File: config.mk
export PLATFORM = sky130hd
export DESIGN_NAME = tiv_trip_voter_flat
export DESIGN_NICKNAME = d
export VERILOG_FILES = /design/src/logic/tiv_pkg.sv /design/src/logic/tiv_link_if.sv /design/src/logic/tiv_trip_voter.sv /design/src/logic/tiv_far_end.sv /design/src/flat_wrapper.sv
export SDC_FILE = /design/constraint.sdc
export NUM_CORES = 1
export LEC_CHECK = 0
export BUFFER_PORTS_ARGS = -buffer_cell sky130_fd_sc_hd__buf_2
export CORE_ASPECT_RATIO = 1.25
export CORE_MARGIN = 2
export CORE_UTILIZATION = 30
export CTS_CLUSTER_SIZE = 8
export DETAILED_ROUTE_END_ITERATION = 6
export GPL_TIMING_DRIVEN = 0
export HOLD_SLACK_MARGIN = 0.05
export PLACE_DENSITY_LB_ADDON = 0.1
export SLEW_MARGIN = 10
export SYNTH_ARGS = -nofsm -noshare
export SYNTH_HDL_FRONTEND = slang
export SYNTH_HIERARCHICAL = 1
export SYNTH_SLANG_ARGS = --single-unit
File: constraint.sdc
create_clock -name clock -period 3.6 [get_ports clock]
set_clock_uncertainty 0.15 [all_clocks]
set_input_delay 1.08 -clock clock [delete_from_list [all_inputs] [get_ports clock]]
set_output_delay 1.08 -clock clock [all_outputs]
set_load 0.03 [all_outputs]
File: src/logic/tiv_pkg.sv
package tiv_pkg;
   // clock and link timing
   localparam int CLK_NS = 4;
   localparam int LINK_NS = 48;
   localparam int HALF_CYC = LINK_NS / CLK_NS;
   localparam int HALF_HI = HALF_CYC / 2;
   // refresh timeout, least time rounded up to whole cycles
   localparam int REFRESH_NS = 5000;
   localparam int REFRESH_DEF = (REFRESH_NS + CLK_NS - 1) / CLK_NS;
   // frame layout in half-bit cells: sync, manchester data, manchester parity
   localparam int N_CH = 4;
   localparam int DATA_W = 8;
   localparam int SYNC_HALVES = 6;
   localparam int BODY_HALVES = 2 * DATA_W + 2;
   localparam int FRAME_HALVES = SYNC_HALVES + BODY_HALVES;
   localparam logic [5:0] SYNC_PAT = 6'h38;
   // payload fields
   localparam int TRIP_RP_BIT = 0;
   localparam int TRIP_ISO_BIT = 1;
   localparam int NM_SR_BIT = 0;
   localparam int NM_PR_BIT = 1;
   localparam int MODE_W = 3;

   // manchester ii: one is high then low, zero is low then high; odd parity last
   function automatic logic [BODY_HALVES-1:0] tiv_encode(input logic [DATA_W-1:0] d);
      logic [BODY_HALVES-1:0] h;
      h = '0;
      for (int i = 0; i < DATA_W; i++) begin
         h[BODY_HALVES-1-2*i -: 2] = d[DATA_W-1-i] ? 2'h2 : 2'h1;
      end
      h[1:0] = (~^d) ? 2'h2 : 2'h1;
      return h;
   endfunction

   // data bit is the first half of each cell
   function automatic logic [DATA_W-1:0] tiv_decode(input logic [BODY_HALVES-1:0] h);
      logic [DATA_W-1:0] d;
      d = '0;
      for (int i = 0; i < DATA_W; i++) begin
         d[DATA_W-1-i] = h[BODY_HALVES-1-2*i];
      end
      return d;
   endfunction

   // every cell must hold a transition, and data plus parity must be odd
   function automatic logic tiv_body_ok(input logic [BODY_HALVES-1:0] h);
      logic ok;
      ok = 1'b1;
      for (int k = 0; k < BODY_HALVES / 2; k++) begin
         if (h[2*k+1] == h[2*k]) begin
            ok = 1'b0;
         end
      end
      return ok & (^{tiv_decode(h), h[1]});
   endfunction
endpackage

File: src/logic/tiv_link_if.sv
`timescale 1ns/1ps
interface tiv_link_if;
   import tiv_pkg::*;
   // calculator to voter lanes, one per division
   logic [N_CH-1:0] calc_clk;
   logic [N_CH-1:0] calc_dat;
   // neutron monitor voter to voter lane
   logic nm_clk;
   logic nm_dat;
   // voter to neutron monitor voter lane, mode status
   logic mode_clk;
   logic mode_dat;

   modport voter_end (
      input calc_clk,
      input calc_dat,
      input nm_clk,
      input nm_dat,
      output mode_clk,
      output mode_dat
   );

   modport far_end (
      output calc_clk,
      output calc_dat,
      output nm_clk,
      output nm_dat,
      input mode_clk,
      input mode_dat
   );
endinterface

File: src/logic/tiv_trip_voter.sv
`timescale 1ns/1ps
// serial lane receiver with coding, parity and refresh checks
module tiv_link_rx
   import tiv_pkg::*;
#(
   parameter int unsigned REFRESH_CYC = REFRESH_DEF
)
(
   // clock and reset
   input wire logic clock,
   input wire logic rst,
   // lane pins
   input wire logic lclk,
   input wire logic ldat,
   // received word and its health
   output logic [DATA_W-1:0] payload,
   output logic valid,
   output logic good,
   output logic bad
);
   typedef enum logic [1:0] {
      RX_HUNT = 2'b01,
      RX_BODY = 2'b10
   } tiv_rx_state_t;

   tiv_rx_state_t state;
   logic [1:0] clk_sync;
   logic [1:0] dat_sync;
   logic clk_d;
   logic [BODY_HALVES-2:0] hist;
   logic [4:0] cnt;
   logic [15:0] age;

   // link clock edges found by our own clock, after two flops
   wire rise = clk_sync[1] & ~clk_d;
   wire [BODY_HALVES-1:0] word_in = {hist, dat_sync[1]};
   wire sync_hit = rise && (state == RX_HUNT) && (word_in[5:0] == SYNC_PAT);
   wire body_done = rise && (state == RX_BODY) && (cnt == 5'(BODY_HALVES - 1));
   wire word_ok = tiv_body_ok(word_in);
   wire aged_out = age >= 16'(REFRESH_CYC);

   // synchronisers
   always_ff @(posedge clock or posedge rst) begin
      if (rst) begin
         clk_sync <= 2'h0;
         dat_sync <= 2'h0;
         clk_d <= 1'b0;
      end else begin
         clk_sync <= {clk_sync[0], lclk};
         dat_sync <= {dat_sync[0], ldat};
         clk_d <= clk_sync[1];
      end
   end

   // half-bit history; a run of three equal halves never occurs in data
   always_ff @(posedge clock or posedge rst) begin
      if (rst) begin
         hist <= '0;
      end else if (rise) begin
         hist <= word_in[BODY_HALVES-2:0];
      end
   end

   // frame tracker
   always_ff @(posedge clock or posedge rst) begin
      if (rst) begin
         state <= RX_HUNT;
         cnt <= 5'h00;
      end else begin
         case (state)
            RX_HUNT: begin
               cnt <= 5'h00;
               if (sync_hit) begin
                  state <= RX_BODY;
               end
            end
            RX_BODY: begin
               if (rise) begin
                  cnt <= cnt + 5'h01;
               end
               if (body_done) begin
                  state <= RX_HUNT;
               end
            end
            default: begin
               state <= RX_HUNT;
            end
         endcase
      end
   end

   // a word failing coding or parity is dropped and only flagged
   always_ff @(posedge clock or posedge rst) begin
      if (rst) begin
         payload <= '0;
         good <= 1'b0;
         bad <= 1'b0;
      end else begin
         good <= body_done & word_ok; // RULE7
         bad <= body_done & ~word_ok; // RULE7
         if (body_done & word_ok) begin
            payload <= tiv_decode(word_in);
         end
      end
   end

   // age starts expired so nothing counts as fresh before a first good word
   always_ff @(posedge clock or posedge rst) begin
      if (rst) begin
         age <= 16'(REFRESH_CYC); // RULE14
      end else if (good) begin
         age <= 16'h0000;
      end else if (!aged_out) begin
         age <= age + 16'h0001; // RULE6
      end
   end

   assign valid = ~aged_out; // RULE8
endmodule

// Contract
// RULE1: four trip inputs, one per calculator
// RULE2: each calculator drives one output per voter
// RULE3: point-to-point manchester serial links carry trip status
// RULE4: two-out-of-four vote forms divisional trip
// RULE5: sensor bypass ignores one selected calculator; code ignores it in the reactor trip vote only
// RULE6: status retransmitted continuously; stale status invalid
// RULE7: reject words failing parity or manchester check
// RULE8: stale or invalid input forced tripped alone
// RULE9: send mode status, receive range monitor trips
// RULE10: neutron monitor link validated and fails tripped
// RULE11: trip command whenever voted trip exists
// RULE12: sensor and steam-line bypasses are inputs
// RULE13: timeout parameter; bypass gives two-of-three vote; the code does so in the reactor trip vote only, isolation stays two-of-four
// RULE14: inputs tripped from reset until first good word
module tiv_trip_voter
   import tiv_pkg::*;
#(
   parameter int unsigned REFRESH_CYC = REFRESH_DEF
)
(
   // clock and reset
   input wire logic clock,
   input wire logic rst,
   // serial lanes
   tiv_link_if.voter_end link,
   // bypass controls and mode
   input wire logic sensor_bypass_en,
   input wire logic [1:0] sensor_bypass_sel,
   input wire logic steam_bypass,
   input wire logic [MODE_W-1:0] mode_status,
   // trip commands to the output logic unit
   output logic rp_trip_cmd,
   output logic iso_trip_cmd,
   // range monitor trips, forced on when their lane fails
   output logic sr_trip,
   output logic pr_trip,
   // health: index 4 is the neutron monitor lane
   output logic [N_CH:0] input_fault,
   output logic [N_CH:0] reject
);
   logic [DATA_W-1:0] ch_word [N_CH];
   logic [N_CH-1:0] ch_valid;
   logic [N_CH-1:0] ch_bad;
   logic [DATA_W-1:0] nm_word;
   logic nm_valid;
   logic nm_bad;
   logic [N_CH-1:0] rp_in;
   logic [N_CH-1:0] iso_in;

   // true when at least two of the four are set
   function automatic logic vote2(input logic [N_CH-1:0] t);
      logic [2:0] n;
      n = 3'h0;
      for (int i = 0; i < N_CH; i++) begin
         n = n + {2'h0, t[i]};
      end
      return n >= 3'h2;
   endfunction

   // one receiver per calculator; a dead lane trips only its own input
   for (genvar g = 0; g < N_CH; g++) begin : g_ch
      tiv_link_rx #(.REFRESH_CYC(REFRESH_CYC)) u_rx ( // RULE1 RULE3 RULE13
         .clock(clock),
         .rst(rst),
         .lclk(link.calc_clk[g]),
         .ldat(link.calc_dat[g]),
         .payload(ch_word[g]),
         .valid(ch_valid[g]),
         .good(),
         .bad(ch_bad[g])
      );
      assign rp_in[g] = ~ch_valid[g] | ch_word[g][TRIP_RP_BIT]; // RULE8
      assign iso_in[g] = ~ch_valid[g] | ch_word[g][TRIP_ISO_BIT]; // RULE8
   end

   // neutron monitor lane, same checks as the calculator lanes
   tiv_link_rx #(.REFRESH_CYC(REFRESH_CYC)) u_nm_rx ( // RULE9 RULE10
      .clock(clock),
      .rst(rst),
      .lclk(link.nm_clk),
      .ldat(link.nm_dat),
      .payload(nm_word),
      .valid(nm_valid),
      .good(),
      .bad(nm_bad)
   );

   // mode status goes back to the neutron monitor voter
   tiv_link_tx u_mode_tx ( // RULE9
      .clock(clock),
      .rst(rst),
      .payload(DATA_W'(mode_status)),
      .lclk(link.mode_clk),
      .ldat(link.mode_dat)
   );

   // a bypassed channel counts as not tripped in the reactor trip vote, leaving two-of-three
   wire [N_CH-1:0] byp_mask = sensor_bypass_en ? (4'h1 << sensor_bypass_sel) : 4'h0; // RULE5 RULE12
   wire [N_CH-1:0] rp_vote_in = rp_in & ~byp_mask; // RULE5 RULE13
   wire rp_voted = vote2(rp_vote_in); // RULE4
   // the steam-line operational bypass only holds off the isolation command
   wire iso_voted = vote2(iso_in) & ~steam_bypass; // RULE4 RULE12

   // registered outputs; one cycle from input change to command
   always_ff @(posedge clock or posedge rst) begin
      if (rst) begin
         rp_trip_cmd <= 1'b1;
         iso_trip_cmd <= 1'b1;
         sr_trip <= 1'b1;
         pr_trip <= 1'b1;
      end else begin
         rp_trip_cmd <= rp_voted; // RULE11
         iso_trip_cmd <= iso_voted;
         sr_trip <= ~nm_valid | nm_word[NM_SR_BIT]; // RULE10
         pr_trip <= ~nm_valid | nm_word[NM_PR_BIT]; // RULE10
      end
   end

   // health status
   always_ff @(posedge clock or posedge rst) begin
      if (rst) begin
         input_fault <= '1;
         reject <= '0;
      end else begin
         input_fault <= ~{nm_valid, ch_valid};
         reject <= {nm_bad, ch_bad};
      end
   end
endmodule

File: src/logic/tiv_far_end.sv
`timescale 1ns/1ps
// serial lane transmitter: link clock from a divider, frames sent back to back
module tiv_link_tx
   import tiv_pkg::*;
(
   // clock and reset
   input wire logic clock,
   input wire logic rst,
   // word to send, sampled at each frame start
   input wire logic [DATA_W-1:0] payload,
   // lane pins
   output logic lclk,
   output logic ldat
);
   logic [3:0] phase;
   logic [4:0] half_idx;
   logic [FRAME_HALVES-1:0] shreg;

   wire half_end = phase == 4'(HALF_CYC - 1);
   wire last_half = half_idx == 5'(FRAME_HALVES - 1);
   wire frame_load = half_end & last_half;

   // half-bit divider
   always_ff @(posedge clock or posedge rst) begin
      if (rst) begin
         phase <= 4'h0;
      end else begin
         phase <= half_end ? 4'h0 : phase + 4'h1;
      end
   end

   // position inside the frame
   always_ff @(posedge clock or posedge rst) begin
      if (rst) begin
         half_idx <= 5'h00;
      end else if (half_end) begin
         half_idx <= last_half ? 5'h00 : half_idx + 5'h01;
      end
   end

   // retransmit without a gap so the far end can see staleness once its refresh timeout runs out
   always_ff @(posedge clock or posedge rst) begin
      if (rst) begin
         shreg <= '0;
      end else if (frame_load) begin
         shreg <= {SYNC_PAT, tiv_encode(payload)}; // RULE3 RULE6
      end else if (half_end) begin
         shreg <= {shreg[FRAME_HALVES-2:0], 1'b0};
      end
   end

   // data moves on the falling clock edge, so it is settled at the rising one
   always_ff @(posedge clock or posedge rst) begin
      if (rst) begin
         lclk <= 1'b0;
      end else if (phase == 4'(HALF_HI - 1)) begin
         lclk <= 1'b1;
      end else if (half_end) begin
         lclk <= 1'b0;
      end
   end

   assign ldat = shreg[FRAME_HALVES-1];
endmodule


File: src/flat_wrapper.sv
// flat-port wrapper written by rule: the top's interface ports become plain ports
module tiv_trip_voter_flat import tiv_pkg::*;
#(
   parameter int unsigned REFRESH_CYC = REFRESH_DEF
)
  (clock, rst, sensor_bypass_en, sensor_bypass_sel, steam_bypass, mode_status, rp_trip_cmd, iso_trip_cmd, sr_trip, pr_trip, input_fault, reject, link_calc_clk, link_calc_dat, link_nm_clk, link_nm_dat, link_mode_clk, link_mode_dat);
  tiv_link_if link_i ();
  input wire logic clock;
  input wire logic rst;
  input wire logic sensor_bypass_en;
  input wire logic [1:0] sensor_bypass_sel;
  input wire logic steam_bypass;
  input wire logic [MODE_W-1:0] mode_status;
  output logic rp_trip_cmd;
  output logic iso_trip_cmd;
  output logic sr_trip;
  output logic pr_trip;
  output logic [N_CH:0] input_fault;
  output logic [N_CH:0] reject;
  input wire logic [$bits(link_i.calc_clk)-1:0] link_calc_clk;
  input wire logic [$bits(link_i.calc_dat)-1:0] link_calc_dat;
  input wire logic [$bits(link_i.nm_clk)-1:0] link_nm_clk;
  input wire logic [$bits(link_i.nm_dat)-1:0] link_nm_dat;
  output wire logic [$bits(link_i.mode_clk)-1:0] link_mode_clk;
  output wire logic [$bits(link_i.mode_dat)-1:0] link_mode_dat;
  assign link_i.calc_clk = link_calc_clk;
  assign link_i.calc_dat = link_calc_dat;
  assign link_i.nm_clk = link_nm_clk;
  assign link_i.nm_dat = link_nm_dat;
  assign link_mode_clk = link_i.mode_clk;
  assign link_mode_dat = link_i.mode_dat;
  tiv_trip_voter #(.REFRESH_CYC(REFRESH_CYC)) u_core (.clock(clock), .rst(rst), .link(link_i), .sensor_bypass_en(sensor_bypass_en), .sensor_bypass_sel(sensor_bypass_sel), .steam_bypass(steam_bypass), .mode_status(mode_status), .rp_trip_cmd(rp_trip_cmd), .iso_trip_cmd(iso_trip_cmd), .sr_trip(sr_trip), .pr_trip(pr_trip), .input_fault(input_fault), .reject(reject));
endmodule
==> results of run 1 <==
layout by cell type (no fill, tap or decap), types with 11 or more instances in the layout:
cell type    n
o21ai_0     74
nor2b_1     30
nor2_1     115
dfstp_2     39
xor2_1      26
a21oi_1     38
mux2_2      72
dfrtp_1    254
buf_6       11
clkbuf_1    64
buf_2       45
nor3_1      30
nand2_1     91
nand4_1     11
o31a_1      15
inv_1       49
xnor2_1     68
ha_1        38
nor4_1      15
nand3_1     51
clkbuf_16   42
conb_1      12
stage by stage:
| step | total power [W] | cells | area (µm²) |
|---|---|---|---|
| 6_report | 0.01005 | 1946 | 16050 |
| 3_5_place_dp | 0.006510 | 1875 | 14860 |
| 3_3_place_gp | 0.006442 | 1870 | 14760 |
| 5_1_grt | 0.01068 | 1946 | 16050 |
| 4_1_cts | 0.01028 | 1946 | 16050 |
| 2_1_floorplan | 0.006064 | 1258 | 13870 |
final cells by class:
class	count	area (µm²)
clock buffer	68	1149
inverter	61	229.0
tap	578	723.2
buffer	60	321.6
fill	4578	29240
sequential	293	7381
multi-input combinational	844	5939
clock inverter	3	33.78
timing repair buffer	39	270.3
how the worst max path moves through the flow:
stage / endpoint / startpoint / cells after the start
6_report: u_core/rp_trip_cmd / u_core/g_ch[1].u_rx/age[0] / 12
5_1_grt: u_core/rp_trip_cmd / u_core/g_ch[0].u_rx/age[0] / 12
4_1_cts: u_core/rp_trip_cmd / u_core/g_ch[1].u_rx/age[0] / 12
3_5_place_dp: u_core/iso_trip_cmd / u_core/g_ch[1].u_rx/age[0] / 12
3_3_place_gp: u_core/g_ch[1].u_rx/clk_sync[0] / rst / 2
2_1_floorplan: u_core/rp_trip_cmd / u_core/g_ch[1].u_rx/age[0] / 12
per-layer routing:
metal  GRT usage (%)  vias up  routed length (µm)
met4           4.323        0                 775
li1                -     4464                   -
met3           2.662       54                 942
met5               0        -                   0
met2           20.37      104               13120
met1           14.91     4318               12480
critical path, cell delays in order (launching register included):
cell	delay (ns)
dfrtp_1	0.42
inv_1	0.06
ha_1	0.19
nor3_1	0.16
a21oi_1	0.09
o31a_1	0.26
clkbuf_1	0.22
nor2_1	0.28
inv_1	0.21
o22ai_2	0.22
fa_1	0.42
o21bai_1	0.17
o21ai_1	0.18
registers in the layout (all words and copies together) (netlist names), 4 cells and up:
name,cells
u_core/g_ch.u_rx/age,64
u_core/g_ch.u_rx/bad,4
u_core/g_ch.u_rx/clk_d,4
u_core/g_ch.u_rx/clk_sync,8
u_core/g_ch.u_rx/cnt,20
u_core/g_ch.u_rx/dat_sync,8
u_core/g_ch.u_rx/good,4
u_core/g_ch.u_rx/hist,68
u_core/g_ch.u_rx/payload,8
u_core/g_ch.u_rx/state,8
u_core/input_fault,5
u_core/reject,5
u_core/u_mode_tx/half_idx,5
u_core/u_mode_tx/phase,4
u_core/u_mode_tx/shreg,24
u_core/u_nm_rx/age,16
u_core/u_nm_rx/cnt,5
u_core/u_nm_rx/hist,17
power by group:
group	internal (W)	switching, W	leakage (nW)	total, W
sequential	0.00364	0.000362	3.69	0.00400
clock	0.00216	0.00145	0.564	0.00362
combinational	0.00126	0.00116	3.14	0.00243
total	0.00707	0.00298	7.40	0.0100
==> key figures, run 1 <==
Outcome
  – Status: complete, no violations

Detailed routing
  – DRT iter0 DRCs: 296
  – Via count: 8,940
  – Detailed Route WL: 27,310 µm
  – Vias/cell: 4.594
  – ANT nets after route: 0
  – Drt first pass iters: 4
  – # DRC: 0
  – Post-DR wirelength/cell: 14.04 µm

Setup path
  – RR Startpoint: u_core/g_ch[1].u_rx/age[0]
  – Critical path arrival: 3.44 ns
  – Reg2reg setup slack: 0.48 ns
  – CP max FO: 10
  – Worst R2R End: u_core/rp_trip_cmd
  – Required time of the critical path: 3.92 ns
  – Type of origin of the critical path: register
  – Worst Setup End Kind: register
  – CP Class: register to register
  – R2R depth: 12

Floorplanning
  – Starting density of the core: 30.54%
  – DIE HEIGHT: 244.1 µm
  – Std cell rows: 87
  – Die W: 196.0 µm
  – Core area: 45,280 µm²
  – IO Pins: 35
  – Die area: 47,840 µm²

STA
  – Tmin final: 3.115 ns
  – Final WS setup: 0.4850 ns
  – Final Hold Fails: 0
  – Worst Max-Slew Pin Slew: 0.9409 ns
  – Final period util: 86.53%
  – Relative slew slack: 37.20%
  – Final slew viol count: 0
  – # setup viols final: 0
  – RSZ-0062 raised after global routing: false
  – WHS: 0.1959 ns
  – Fmax: 321.0 MHz
  – Setup TNS: 0 ns

Yosys
  – Synth Warn #: 6
  – Mapped Area: 13,830 µm²
  – Syn_area_per_cell: 11.09 µm²
  – Synth Instances: 1,247

Placed design
  – Detailed placement HPWL: 18,460 µm
  – Dpl ws: 0.4357 ns
  – Routability cong.: 0.7410
  – Number of I/O port buffers: 34

Finish
  – Final core utilization: 35.44%
  – Layout Nets: 1,400
  – Share of cells above drive strength 1: 19.52%
  – Area grow syn2layout: 16.03%
  – Antenna diodes: 0

Clocking
  – Post-CTS Resized: 0
  – Cts bufs inserted: 42
  – Clock latency on the worst-skew pair: 0.56 ns
  – CTS Buffer Depth: 3
  – Worst-path clk slew: 0.05 ns
  – # clock sinks: 293
  – Cts hold-fix bufs: 0
  – Post-CTS Setup Bufs: 0
  – H-tree levels: 2
  – CTS tree: built
  – Clk root buf: clkbuf_16

Power
  – Power per Cell Area: 626.0 nW/µm²
  – Leak: 7.397 nW
  – Worst VDD drop: 0.3870 mV

Global route
  – Largest net degree at the start of global routing: 36
  – Initial antenna violation count: 0
  – Vias in the first global route: 9,360
  – All-Layer GR Usage: 11.98%
  – First-pass GRT wire length: 46,930 µm
  – GRT overflow: 0

Hold path
  – Cells on Worst Hold Path: 0
  – Hold endpoint: u_core/g_ch[3].u_rx/dat_sync[1]
  – Hold Startpoint: u_core/g_ch[3].u_rx/dat_sync[0]
  – Hold/Removal Path Class: register to register

Run
  – Max-Cap Viols: 0
No activity file was read; power rests on OpenSTA's default activity.
==> inputs of run 2 (changes only) <==
--- a/config.mk
+++ b/config.mk
@@ -17,5 +17,4 @@
 export SLEW_MARGIN = 10
 export SYNTH_ARGS = -nofsm -noshare
 export SYNTH_HDL_FRONTEND = slang
-export SYNTH_HIERARCHICAL = 1
 export SYNTH_SLANG_ARGS = --single-unit
==> run 2 against run 1 <==
Register-to-register slack gained 0.22 ns. Sequential power shrank 3%. First-iteration DRC count grew 32%. Sequential cell count did not move. Global-route usage fell by 0.54 points. Largest cell class unchanged.
==> key figures, run 2 <==
Outcome
  – Status: complete, no violations

Clocking
  – CTS tree: built
  – Post-CTS Resized: 0
  – Clock latency on the worst-skew pair: 0.53 ns
  – Cts hold-fix bufs: 0
  – CTS Buffer Depth: 3
  – H-tree levels: 2
  – Cts bufs inserted: 42
  – Clk root buf: clkbuf_16
  – Worst-path clk slew: 0.05 ns
  – Post-CTS Setup Bufs: 0
  – # clock sinks: 293

Placed design
  – Number of I/O port buffers: 34
  – Dpl ws: 0.6785 ns
  – Detailed placement HPWL: 16,550 µm
  – Routability cong.: 0.7186
  – Area after DPL: 14,210 µm²
  – Placed Instances: 1,817

Finish
  – Register Area: 7381 µm²
  – Commonest non-fill, non-tap cell in the layout: dfrtp_1
  – Number of flip-flops in the largest register: 68
  – Register with the most flip-flops: u_core.g_ch.u_rx.hist
  – Share of cells above drive strength 1: 14.82%
  – Area grow syn2layout: 17.55%
  – Antenna diodes: 0
  – Multi-input gate area: 5458 µm²
  – Most frequent cells in the layout: dfrtp_1 (254), nand2_1 (171), nor2_1 (91)
  – Post-route cell area: 15,450 µm²
  – Layout Nets: 1,357
  – Top Registers: u_core.g_ch.u_rx.hist (68), u_core.g_ch.u_rx.age (64), u_core.u_mode_tx.shreg (24)
  – Fillers: 4,383
  – Non-Filler Instances: 1,894

Yosys
  – Top cells by area, synth: dfrtp_1 (48%), dfstp_2 (7.8%), xnor2_1 (5.1%), nand2_1 (4.9%), ha_1 (4.0%)
  – Commonest cells post-synth: dfrtp_1 (254), nand2_1 (171), nor2_1 (91)
  – Number of flops mapped to enable cells by yosys: 0
  – Synth Instances: 1,209
  – Count leader, synth: dfrtp_1
  – Synth Warn #: 0
  – Post-synthesis net count: 1,270
  – Unique masters post-synth: 65
  – Mapped Area: 13,150 µm²
  – Syn_area_per_cell: 10.87 µm²
  – Ys flop type: dfrtp_1
  – Post-synthesis sequential element count: 293
  – Sequential share of the synthesized area: 56.14%
  – Area leader, netlist: dfrtp_1
  – Post-synth ARST share: 100.0%
  – Synth top area share: 48.35%

Setup path
  – Crit path launch: u_core.g_ch[1].u_rx.age[0]
  – Required time of the critical path: 3.90 ns
  – CP max FO: 10
  – Most used cell, CP: ha_1
  – RR Startpoint: u_core.g_ch[1].u_rx.age[0]
  – Type of origin of the critical path: register
  – CP peak stage delay: 0.41 ns
  – CP max stage cell: o31ai_4
  – Crit path buffers/inverters: 1
  – CP Class: register to register
  – Critical path arrival: 3.20 ns
  – Critical path's top delay family: compound AO/OA/AOI/OAI gates
  – CP Cell Sequence: inv_1 -> ha_1 -> nor3_2 -> a21oi_1 -> o31ai_4 -> nand2_2 -> or2_2 -> ha_1 -> ha_1 -> o21ai_1 -> a21oi_1
  – Worst Setup End Kind: register

STA
  – RSZ-0062 raised after global routing: false
  – Final WS setup: 0.7034 ns
  – # setup viols final: 0
  – Tmin final: 2.897 ns
  – Setup TNS: 0 ns
  – Final Hold Fails: 0
  – Final period util: 80.46%
  – Final slew viol count: 0
  – Worst Max-Slew Pin Slew: 0.6166 ns
  – Fmax: 345.2 MHz
  – Relative slew slack: 58.74%

Global route
  – Initial antenna violation count: 0
  – Vias in the first global route: 8,849
  – All-Layer GR Usage: 11.43%
  – GRT overflow: 0
  – Largest net degree at the start of global routing: 36
  – First-pass GRT wire length: 43,480 µm

Floorplanning
  – IO Pins: 35
  – Core area: 43,180 µm²
  – DIE HEIGHT: 238.0 µm
  – Die area: 45,520 µm²
  – Std cell rows: 85
  – Die W: 191.2 µm
  – Starting density of the core: 30.45%

Detailed routing
  – Detailed Route WL: 24,720 µm
  – Via count: 8,589
  – Vias/cell: 4.535
  – # DRC: 0
  – ANT nets after route: 0
  – DRT iter0 DRCs: 391
  – Drt first pass iters: 4
  – Post-DR wirelength/cell: 13.05 µm

Power
  – Power per Cell Area: 574.0 nW/µm²
  – Worst VDD drop: 0.3049 mV
  – Leak: 7.104 nW
  – Total Power: 0.008870 W

Hold path
  – Hold Startpoint: u_core.g_ch[3].u_rx.bad
  – Hold/Removal Path Class: register to register

Run
  – Max-Cap Viols: 0
-- run 2: logic make-up (layout without fill, tap and decap cells) --
group	after synthesis	count (layout)	synth area share (%)
and+or+nand+nor	483	483	18.05
DFF	293	293	56.14
AOI/OAI and AO/OA	145	145	7.291
xor gates and xnor gates	107	107	7.186
buffers and inverters	80	200	2.341
muxes	59	59	4.987
adders and majority gates	42	42	3.997
-- run 2: layout make-up --
class,instances,area share [%]
Buffer,36,0.9230
Clock buffer,77,8.064
Inverter,44,1.093
Multi-Input combinational cell,836,35.32
Sequential cell,293,47.76
Tap cell,565,4.575
Timing Repair Buffer,43,2.267
-- run 2: worst paths after layout --
| check | to | slack (ns) | cells past startpoint |
|---|---|---|---|
| max | u_core.iso_trip_cmd | 0.70 | 11 |
| min | u_core.reject[3] | 0.19 | 0 |
| max reg2reg | u_core.iso_trip_cmd | 0.70 | 11 |
| min reg2reg | u_core.reject[3] | 0.19 | 0 |
| max in group asynchronous | u_core.g_ch[1].u_rx.age[5] | 1.80 | 5 |
| min in group asynchronous | u_core.g_ch[2].u_rx.hist[14] | 0.42 | 2 |
-- run 2: per-stage QoR --
step                      utilization (%)  hold WS (ns)
final                               35.79        0.1921
after global routing                35.79        0.1997
after CTS                           35.79        0.1923
after detailed placement            32.90        0.1847
after global placement              32.49        0.1818
after floorplan                         -        0.1812
-- run 2: routing by layer --
metal	part of all wire (%)	vias to the layer above	track usage, %
met5	0	-	0
met4	2.4	0	3.869
met3	3.2	41	2.250
met2	48	80	19.28
met1	46	4159	14.59
li1	-	4309	-
-- run 2: report_power, final --
group / switching (W) / internal (W) / total, W
Sequential: 0.000297 / 0.00358 / 0.00388
Combinational: 0.000607 / 0.000673 / 0.00128
Clock: 0.00141 / 0.00231 / 0.00371
Total: 0.00231 / 0.00656 / 0.00887
==> inputs of run 3 (changes only) <==
==> constraint.sdc (replaced) <==
create_clock -name clock -period 2.55 [get_ports clock]
set_clock_uncertainty 0.15 [all_clocks]
set_input_delay 0.765 -clock clock [delete_from_list [all_inputs] [get_ports clock]]
set_output_delay 0.765 -clock clock [all_outputs]
set_load 0.03 [all_outputs]
==> run 3 against run 2 <==
Register-to-register slack worse by 0.61 ns. Sequential power grew 41%. Design area grew 1.7%. Global-route usage is 0.31 points higher. Via count rose by 1.1%. Power rose by 40%. Core utilization grew 0.61 points. Clock power grew 38%. Critical path depth down 1. Final cell count increased by 0.74%. Fmax grew 18%. Critical endpoint unchanged. Largest cell class unchanged. Largest power group unchanged. Highest routed layer unchanged.
==> key figures, run 3 (same netlist as run 2, synthesis figures left out) <==
STA
  – Fmax: 406.7 MHz
  – Final period util: 96.42%
  – RSZ-0062 raised after global routing: true
  – Worst Max-Slew Pin Slew: 0.5932 ns
  – Final Hold Fails: 0
  – # setup viols final: 0
  – Relative slew slack: 60.37%
  – WHS: 0.1557 ns
  – Final slew viol count: 0
  – Tmin final: 2.459 ns

Detailed routing
  – DRT iter0 DRCs: 332
  – ANT nets after route: 0
  – Detailed Route WL: 25,230 µm
  – Vias/cell: 4.553
  – # DRC: 0
  – Post-DR wirelength/cell: 13.22 µm
  – Via count: 8,687
  – Drt first pass iters: 4

Finish
  – Area grow syn2layout: 19.57%
  – Top Registers: u_core.g_ch.u_rx.hist (68), u_core.g_ch.u_rx.age (64), u_core.u_mode_tx.shreg (24)
  – Share of cells above drive strength 1: 17.57%
  – Commonest non-fill, non-tap cell in the layout: dfrtp_1
  – Layout Nets: 1,374
  – Non-Filler Instances: 1,908
  – Fillers: 4,366
  – Multi-input gate area: 5623 µm²
  – Most frequent cells in the layout: dfrtp_1 (253), nand2_1 (171), nor2_1 (90)
  – Antenna diodes: 0
  – Register Area: 7382 µm²
  – Register with the most flip-flops: u_core.g_ch.u_rx.hist
  – Number of flip-flops in the largest register: 68

Power
  – Worst VDD drop: 0.4420 mV
  – Power per Cell Area: 791.1 nW/µm²
  – Leak: 7.174 nW

Global route
  – Initial antenna violation count: 0
  – First-pass GRT wire length: 44,400 µm
  – All-Layer GR Usage: 11.75%
  – Largest net degree at the start of global routing: 37
  – GRT overflow: 0
  – Vias in the first global route: 9,049

Setup path
  – Worst Setup End Kind: register
  – Critical path arrival: 2.77 ns
  – R2R depth: 10
  – Required time of the critical path: 2.86 ns
  – CP max FO: 4
  – CP max stage cell: or4_4
  – Crit path buffers/inverters: 1
  – CP Cell Sequence: inv_2 -> ha_4 -> or4_4 -> nor4_4 -> o21ai_4 -> or2_4 -> ha_4 -> ha_4 -> o21ai_2 -> a21oi_2
  – CP Class: register to register
  – Type of origin of the critical path: register
  – CP peak stage delay: 0.43 ns
  – Most used cell, CP: ha_4
  – Stages on worst setup path: 10
  – Critical path's top delay family: simple AND/OR/NAND/NOR gates

Clocking
  – # clock sinks: 293
  – Clock latency on the worst-skew pair: 0.53 ns
  – H-tree levels: 2
  – Cts bufs inserted: 42
  – CTS tree: built
  – CTS Buffer Depth: 3
  – Worst-path clk slew: 0.05 ns
  – Cts hold-fix bufs: 0
  – Clk root buf: clkbuf_16

Placed design
  – Placed Instances: 1,817
  – Routability cong.: 0.7342
  – Detailed placement HPWL: 16,560 µm
  – Number of I/O port buffers: 34

Run
  – Max-Cap Viols: 0

Floorplanning
  – Die area: 45,520 µm²
  – Starting density of the core: 30.45%
  – Std cell rows: 85
  – DIE HEIGHT: 238.0 µm
  – Core area: 43,180 µm²
  – IO Pins: 35
  – Die W: 191.2 µm

Outcome
  – Status: complete, no violations

Hold path
  – Hold/Removal Path Class: input port to asynchronous set/reset pin
[run 3: cell types whose count changed in the layout (fill, tap and decap cells not counted), moves of 4 or more]
cell	previous run	this run
clkbuf_1	65	61
ha_4	0	5
buf_4	0	16
ha_1	42	36
[run 3: power breakdown]
| group | internal (W) | switching (W) | total [W] |
|---|---|---|---|
| Clock | 0.00312 | 0.00200 | 0.00512 |
| Sequential | 0.00505 | 0.000417 | 0.00547 |
| Combinational | 0.000958 | 0.000889 | 0.00185 |
[run 3: area by class of cell]
| cell class | count | share of cell area (%) |
|---|---|---|
| tap | 565 | 4.497 |
| clock buffer | 72 | 7.538 |
| sequential | 293 | 46.96 |
| buffer | 34 | 0.8119 |
| multi-input combinational | 836 | 35.77 |
| clock inverter | 2 | 0.08756 |
| inverter | 44 | 1.075 |
| timing repair buffer | 62 | 3.256 |
[run 3: worst paths after layout]
check / to / slack [ns] / start
hold / removal: u_core.u_nm_rx.age[9] / 0.16 / rst
hold reg to reg: u_core.g_ch[3].u_rx.dat_sync[1] / 0.19 / u_core.g_ch[3].u_rx.dat_sync[0]
setup / recovery: u_core.iso_trip_cmd / 0.09 / u_core.g_ch[0].u_rx.age[0]
min in group clock: u_core.u_nm_rx.dat_sync[0] / 0.19 / link_nm_dat
setup reg to reg: u_core.iso_trip_cmd / 0.09 / u_core.g_ch[0].u_rx.age[0]
max in group asynchronous: u_core.g_ch[3].u_rx.age[1] / 0.71 / rst
[run 3: through the flow]
| stage | worst slack [ns] | setup TNS, ns | utilization (%) | instance area [µm²] | total power (W) |
|---|---|---|---|---|---|
| after floorplan | -2.222 | -610.88 | - | 13150 | 0.006979 |
| after global placement | -4.429 | -1223.57 | 32.49 | 14030 | 0.007358 |
| after detailed placement | -0.3581 | -0.6859 | 32.93 | 14220 | 0.007404 |
| after CTS | -0.1887 | -0.5036 | 36.26 | 15660 | 0.01272 |
| after global routing | -0.03952 | -0.03952 | 36.40 | 15720 | 0.01318 |
| final | 0.09141 | 0 | 36.40 | 15720 | 0.01243 |
[run 3: timing repair]
item,4_1_cts,5_1_grt
resized for setup,15,16
setup buffers,20,2
pin swaps,13,13
endpoints found under the setup margin,4,9
[run 3: metal layers]
metal / global-route usage [%] / routed length, µm
met5: 0 / 0
met3: 2.353 / 866
met1: 14.53 / 11360
met2: 20.28 / 12390
met4: 4.033 / 605
